<file path="config.mk">
export PLATFORM = sky130hd
export DESIGN_NAME = clce_contact_eval
export DESIGN_NICKNAME = d
export VERILOG_FILES = /design/src/pkg/clce_pkg.sv /design/src/rtl/clce_contact_eval.sv
export SDC_FILE = /design/constraint.sdc
export NUM_CORES = 1
export LEC_CHECK = 0
export ABC_CLOCK_PERIOD_IN_PS = 1900
export BUFFER_PORTS_ARGS = -buffer_cell sky130_fd_sc_hd__buf_4
export CORE_MARGIN = 1
export CORE_UTILIZATION = 55
export DETAILED_ROUTE_END_ITERATION = 6
export PLACE_DENSITY = 0.95
export SETUP_SLACK_MARGIN = 0.2
export SYNTH_ARGS = -nofsm -noshare
export SYNTH_HDL_FRONTEND = slang
export SYNTH_SLANG_ARGS = --single-unit
</file>
<file path="constraint.sdc">
create_clock -name clk -period 1.9 [get_ports clk]
set_clock_uncertainty 0.15 [all_clocks]
set_input_delay 0.38 -clock clk [delete_from_list [all_inputs] [get_ports clk]]
set_output_delay 0.38 -clock clk [all_outputs]
set_load 0.05 [all_outputs]
</file>
<file path="src/pkg/clce_pkg.sv">
`default_nettype none
package clce_pkg;
    localparam int OPC_W = 9;
    localparam int WORD_W = 16;
    localparam int DWORD_W = 32;
    // Parallel bitwise-logic contacts
    localparam logic [8:0] OPC_PAR_AND = 9'h0dd;
    localparam logic [8:0] OPC_PAR_OR = 9'h0de;
    localparam logic [8:0] OPC_PAR_XOR = 9'h0df;
    // Rung-start compare contacts
    localparam logic [8:0] OPC_RS_EQ = 9'h0e0;
    localparam logic [8:0] OPC_RS_GT = 9'h0e1;
    localparam logic [8:0] OPC_RS_LT = 9'h0e2;
    localparam logic [8:0] OPC_RS_NE = 9'h0e4;
    localparam logic [8:0] OPC_RS_LE = 9'h0e5;
    localparam logic [8:0] OPC_RS_GE = 9'h0e6;
    // Series compare contacts
    localparam logic [8:0] OPC_SR_EQ = 9'h0e8;
    localparam logic [8:0] OPC_SR_GT = 9'h0e9;
    localparam logic [8:0] OPC_SR_LT = 9'h0ea;
    localparam logic [8:0] OPC_SR_NE = 9'h0ec;
    localparam logic [8:0] OPC_SR_LE = 9'h0ed;
    localparam logic [8:0] OPC_SR_GE = 9'h0ee;
    // Program steps per instruction form
    localparam logic [3:0] STEPS_16 = 4'h5;
    localparam logic [3:0] STEPS_32 = 4'h9;
    typedef enum logic [2:0] {CLCE_EQ, CLCE_GT, CLCE_LT, CLCE_NE, CLCE_LE, CLCE_GE} clce_rel_e;
endpackage : clce_pkg
`default_nettype wire

</file>
<file path="src/rtl/clce_contact_eval.sv">
// Functional notes
// RULE1 - Logic contact combines operands bitwise; active when result non-zero.
// RULE2 - Parallel logic opcodes: 221 AND, 222 OR, 223 XOR.
// RULE3 - Parallel logic result is ORed with incoming rung state.
// RULE4 - Rung-start compares: 224 eq,225 gt,226 lt,228 ne,229 le,230 ge.
// RULE5 - Rung-start compare takes power from busbar, ignoring prior rung.
// RULE6 - Series compares: 232 eq,233 gt,234 lt,236 ne,237 le,238 ge.
// RULE7 - Series compare result is ANDed with incoming rung state.
// RULE8 - 16-bit form is 5 program steps, 32-bit form 9 steps.
// RULE9 - 32-bit operand: named register low word, next register high word.
// RULE10 - Magnitude compares are signed.
// RULE11 - Two source operands; only a contact state results, no register write.
// RULE12 - Result produced for the step in which opcode and operands arrive.
`default_nettype none
module clce_contact_eval
    import clce_pkg::*;
(
    input wire logic clk,
    input wire logic rstn,
    input wire logic in_valid,
    input wire logic [clce_pkg::OPC_W-1:0] opcode,
    input wire logic dword,
    input wire logic [clce_pkg::WORD_W-1:0] first_src_lo,
    input wire logic [clce_pkg::WORD_W-1:0] first_src_hi,
    input wire logic [clce_pkg::WORD_W-1:0] second_src_lo,
    input wire logic [clce_pkg::WORD_W-1:0] second_src_hi,
    input wire logic rung_in,
    output logic out_valid,
    output logic rung_out,
    output logic contact,
    output logic bad_opcode,
    output logic [3:0] step_len
);
    import clce_pkg::*;

    logic rst_meta;
    logic rst_sync;
    always_ff @(posedge clk or negedge rstn) begin
        if (!rstn) begin
            rst_meta <= 1'b0;
            rst_sync <= 1'b0;
        end else begin
            rst_meta <= 1'b1;
            rst_sync <= rst_meta;
        end
    end

    // Signed relation on 32 bits; 16-bit operands arrive sign-extended
    function automatic logic rel_holds(input clce_rel_e rel, input logic signed [31:0] a,
                                       input logic signed [31:0] b);
        case (rel)
            CLCE_EQ: rel_holds = (a == b);
            CLCE_GT: rel_holds = (a > b);
            CLCE_LT: rel_holds = (a < b);
            CLCE_NE: rel_holds = (a != b);
            CLCE_LE: rel_holds = (a <= b);
            CLCE_GE: rel_holds = (a >= b);
            default: rel_holds = 1'b0;
        endcase
    endfunction : rel_holds

    logic signed [31:0] op_a;
    logic signed [31:0] op_b;
    logic next_out_valid;
    logic next_rung_out;
    logic next_contact;
    logic next_bad_opcode;
    logic [3:0] next_step_len;

    always_comb begin
        // Low word from named register, high word from the next one
        op_a = dword ? $signed({first_src_hi, first_src_lo})
                     : $signed({{16{first_src_lo[15]}}, first_src_lo}); // RULE9 RULE10
        op_b = dword ? $signed({second_src_hi, second_src_lo})
                     : $signed({{16{second_src_lo[15]}}, second_src_lo}); // RULE9 RULE10
        next_out_valid = in_valid; // RULE12
        next_step_len = dword ? STEPS_32 : STEPS_16; // RULE8
        next_contact = 1'b0;
        next_rung_out = rung_in;
        next_bad_opcode = 1'b0;
        // Only a contact state leaves the block, nothing is written back
        case (opcode) // RULE11
            OPC_PAR_AND: next_contact = |(op_a & op_b); // RULE1 RULE2
            OPC_PAR_OR: next_contact = |(op_a | op_b); // RULE1 RULE2
            OPC_PAR_XOR: next_contact = |(op_a ^ op_b); // RULE1 RULE2
            OPC_RS_EQ: next_contact = rel_holds(CLCE_EQ, op_a, op_b); // RULE4
            OPC_RS_GT: next_contact = rel_holds(CLCE_GT, op_a, op_b); // RULE4
            OPC_RS_LT: next_contact = rel_holds(CLCE_LT, op_a, op_b); // RULE4
            OPC_RS_NE: next_contact = rel_holds(CLCE_NE, op_a, op_b); // RULE4
            OPC_RS_LE: next_contact = rel_holds(CLCE_LE, op_a, op_b); // RULE4
            OPC_RS_GE: next_contact = rel_holds(CLCE_GE, op_a, op_b); // RULE4
            OPC_SR_EQ: next_contact = rel_holds(CLCE_EQ, op_a, op_b); // RULE6
            OPC_SR_GT: next_contact = rel_holds(CLCE_GT, op_a, op_b); // RULE6
            OPC_SR_LT: next_contact = rel_holds(CLCE_LT, op_a, op_b); // RULE6
            OPC_SR_NE: next_contact = rel_holds(CLCE_NE, op_a, op_b); // RULE6
            OPC_SR_LE: next_contact = rel_holds(CLCE_LE, op_a, op_b); // RULE6
            OPC_SR_GE: next_contact = rel_holds(CLCE_GE, op_a, op_b); // RULE6
            default: next_bad_opcode = in_valid;
        endcase
        // Unknown opcode passes the rung untouched rather than dropping power
        if (next_bad_opcode) begin
            next_rung_out = rung_in;
        end else if (opcode >= OPC_PAR_AND && opcode <= OPC_PAR_XOR) begin
            next_rung_out = rung_in | next_contact; // RULE3
        end else if (opcode >= OPC_RS_EQ && opcode <= OPC_RS_GE) begin
            next_rung_out = next_contact; // RULE5
        end else if (opcode >= OPC_SR_EQ && opcode <= OPC_SR_GE) begin
            next_rung_out = rung_in & next_contact; // RULE7
        end
        if (!in_valid) begin
            next_rung_out = 1'b0;
            next_contact = 1'b0;
        end
    end

    always_ff @(posedge clk or negedge rstn) begin
        if (!rstn) begin
            out_valid <= 1'b0;
            rung_out <= 1'b0;
            contact <= 1'b0;
            bad_opcode <= 1'b0;
            step_len <= 4'h0;
        end else if (!rst_sync) begin
            out_valid <= 1'b0;
            rung_out <= 1'b0;
            contact <= 1'b0;
            bad_opcode <= 1'b0;
            step_len <= 4'h0;
        end else begin
            out_valid <= next_out_valid;
            rung_out <= next_rung_out;
            contact <= next_contact;
            bad_opcode <= next_bad_opcode;
            step_len <= next_step_len;
        end
    end
endmodule : clce_contact_eval
`default_nettype wire

</file>
==> qor.yml, run 1 <==
netlist_top_cells_area: "ha_1 44%, inv_1 10%, dfrtp_1 8.2%"
synth_most_common_cell: "ha_1"
hpwlAfterDp_um: 7370
cts_root_buffer: "clkbuf_8"
grt_max_degree: 13
ys_warn_count: 0
synth_area_leader_cell: "ha_1"
die_w_um: 72.7
netlist.area_leader.share_pct: 43.7
io_buffers: 84
grt.overflow.total: 2
synth_ff_type: "dfrtp_1"
synth_area_per_cell_um2: 7.77
cts_made_buffers: 3
synth-edff-count: 0
io_pins: 86
initial_core_util_pct: 57.8
htreeDepth: 1
fp.dieH_um: 72.7
synth_cell_types: 48
grt_pass1_wl_um: 24900
synth_common_cells: "96 x ha_1, 76 x inv_1, 42 x a21oi_1"
error: "[ERROR GRT-0116] Global routing finished with congestion. Check the congestion regions in the DRC Viewer."
clkSinkCount: 9
synth_area_um2: 2750
ys_seq_area_share_pct: 8.19
row_count: 25
pre_cts_ws_ns: -1.57
gp_congestion: 0.890
synth_cells: 354
gr-usage-all-layers_pct: 64.6
grt_pass1_vias: 4517
clockBufferDepth: 2
haltStage: "global routing (5_1_grt)"
yosys_register_bits: 9
synthArstFlopShare_pct: 100
outcome: "did not finish"
syn_nets: 528
==> per-stage QoR <==
step	instance area [um2]	setup TNS (ns)	hold slack [ns]	std cells	util (%)
after detailed placement	4000	-3.09	0.0542	566	84.2
after floorplan	2840	-2.28	-0.0656	354	-
after CTS	4490	-1.96	0.213	585	94.4
after global placement	4000	-2.54	0.0512	566	84.2
==> routing by layer <==
layer | overflow | global-route usage (%)
met1 | 0 | 59.5
met4 | 0 | 72.3
met3 | 0 | 45.2
met2 | 2 | 88.5
met5 | 0 | 0
==> timing repair <==
action | CTS
pin swaps | 21
buffers inserted | 14
resized for setup | 69
hold buffers | 1
hold endpoints to repair | 9
setup endpoints to repair | 2
==> logic make-up after synthesis <==
kind of cell    synth area share [%]
compound gates                  16.6
flops                           8.19
other cells                    0.273
simple gates                    18.5
buf+inv                         12.4
fa+ha+maj                       43.7
xor+xnor                       0.319
==> run 2, diff against run 1 <==
CORE_UTILIZATION = 40   (was 55)
PLACE_DENSITY = unset   (was 0.95)
PLACE_DENSITY_LB_ADDON = 0.15   (was unset)
SETUP_SLACK_MARGIN = unset   (was 0.2)
==> qor.yml, run 2 <==
gp_congestion: 0.852
wl_per_cell_um: 14.8
yosys_register_bits: 9
netlist_top_cells_area: "ha_1 44%, inv_1 10%, dfrtp_1 8.2%"
fin_nets: 708
hpwlAfterDp_um: 6630
required_ns: 1.84
synth_common_cells: "96 x ha_1, 76 x inv_1, 42 x a21oi_1"
io_buffers: 84
min_period_ns: 3.08
synth-edff-count: 0
violations: "DRC, setup timing"
worstMarginPinSlew_ns: 0.521
crit_type: "primary input to register"
clk_pin_slew_worst_paths_ns: 0.04
drtIter0Drc: 98
power_per_cell_area_nw_per_um2: 320
viasPerCell: 5.18
cp_slowest_stage_delay_ns: 0.38
synth_most_common_cell: "ha_1"
maxCapViolCount: 0
ant_nets: 0
netlist.area_leader.share_pct: 43.7
irDropWorstVdd_v: 0.000201
initial_core_util_pct: 42.3
drv_slew: 0
largest_reg_flops: 3
grt_pass1_vias: 3271
cts_root_buffer: "clkbuf_8"
layout_commonest_cell: "buf_4"
grt_max_degree: 12
arrival_ns: 3.02
outcome: "finished with violations"
area_growth_syn_to_layout_pct: 73.7
io_pins: 86
gr-usage-all-layers_pct: 23.4
cp_cell_sequence: "buf_4 -> inv_1 -> nor2_4 -> buf_12 -> buf_12 -> a21oi_2 -> inv_1 -> buf_4 -> ha_1 -> nor4_1 -> nand4_1 -> o311a_1 -> o21a_1 -> o21bai_1 -> o311ai_1"
clkSinkCount: 9
clockBufferDepth: 2
syn_nets: 528
fp.dieH_um: 84.9
core_um2: 6490
cp_max_fo: 8
hold_ws_ns: 0.208
setup_viol: 2
relSlewSlack_pct: 64.8
grt.overflow.total: 0
nFillCells: 469
row_count: 29
min_path_type: "register to register"
fin_util_pct: 73.5
n_antenna_cell: 0
power_uw: 1530
crit_slowest_cell: "nor4_1"
layout_worst_path_cycle_share_pct: 162
rsz0062_at_grt: "yes"
antenna_found_initial: 0
ys_seq_area_share_pct: 8.19
endpoint_kind: "register"
synth_area_per_cell_um2: 7.77
synth_ff_type: "dfrtp_1"
die_w_um: 84.9
htreeDepth: 1
synth_cells: 354
cts_tree: "built"
num_vias: 3157
dieArea_um2: 7210
layout_setup_ws_ns: -1.18
synth_area_um2: 2750
drtPass1Iterations: 6
fmax_mhz: 325
regMostFlops: "step_len"
hold_viol: 0
synthArstFlopShare_pct: 100
drcViolationCount: 6
cp-start-kind: "primary input"
routed_wl_um: 9040
cts_made_buffers: 3
grt_pass1_wl_um: 13900
layout-drive-gt1-share_pct: 47.5
p_leak_uw: 0.00255
final_cell_mix: "171 x buf_4, 87 x ha_1, 74 x inv_1"
ys_warn_count: 0
insertion_delay_ns: 0.23
synth_area_leader_cell: "ha_1"
synth_cell_types: 48
==> run 2: layer usage <==
metal,routed length [um],global-route usage (%)
met5,0,0
met3,353,1.95
met4,206,5.70
met1,3750,27.4
met2,4740,45.5
==> run 2: cells by family after synthesis <==
kind of cell             after synthesis  share of synthesized area (%)
AO/OA/AOI/OAI                         74                           16.6
XOR/XNOR                               1                          0.319
adder cells (fa/ha/maj)               96                           43.7
buffers and inverters                 87                           12.4
flip-flops                             9                           8.19
other                                  2                          0.273
AND/OR/NAND/NOR                       85                           18.5
==> run 2: what timing repair did <==
action	in CTS	in global routing
gates cloned	2	0
setup buffers	11	6
pin swaps	27	20
endpoints found under the setup margin	2	3
resized for setup	48	35
endpoints found under the hold margin	9	0
hold buffers	1	0
==> run 2: metrics by stage <==
stage	std cells	TNS (ns)	cell area [um2]	setup slack (ns)
2_1_floorplan	354	-2.28	2830	-1.15
3_5_place_dp	587	-3.14	4090	-1.49
3_3_place_gp	587	-2.80	4090	-1.31
6_report	610	-2.32	4770	-1.18
5_1_grt	610	-2.62	4770	-1.34
4_1_cts	605	-2.05	4510	-1.04
==> run 2: final timing paths <==
| kind | from | end | slack, ns | cells past startpoint |
|---|---|---|---|---|
| worst max-delay path | first_src_lo[15] | rung_out | -1.18 | 15 |
| worst min-delay path | rst_meta | rst_sync | 0.21 | 0 |
| worst max register to register | rst_sync | rung_out | 0.52 | 3 |
| worst min register to register | rst_meta | rst_sync | 0.21 | 0 |
| max in group asynchronous | rstn | rung_out | 1.11 | 2 |
| min in group asynchronous | rstn | bad_opcode | 0.35 | 2 |
==> run 2: where the power goes <==
group | switching, uW | internal, uW
clock | 75.7 | 146
sequential | 3.26 | 201
combinational | 520 | 579
total | 599 | 927
==> run 2: area by class of cell <==
class	instances	area, um2	area share [%]
sequential	9	225	4.72
multi-input combinational	259	2620	54.8
inverter	76	289	6.05
clock buffer	4	45.0	0.943
tap	77	96.3	2.02
timing repair buffer	185	1500	31.4
==> run 2: critical path, delay by kind of cell <==
kind	cells	cell delay [ns]
AND/OR/NAND/NOR	3	0.66
buffers and inverters	6	0.75
AO/OA/AOI/OAI	5	1.04
adder cells (fa/ha/maj)	1	0.19
(Power assumes the default switching activity.)
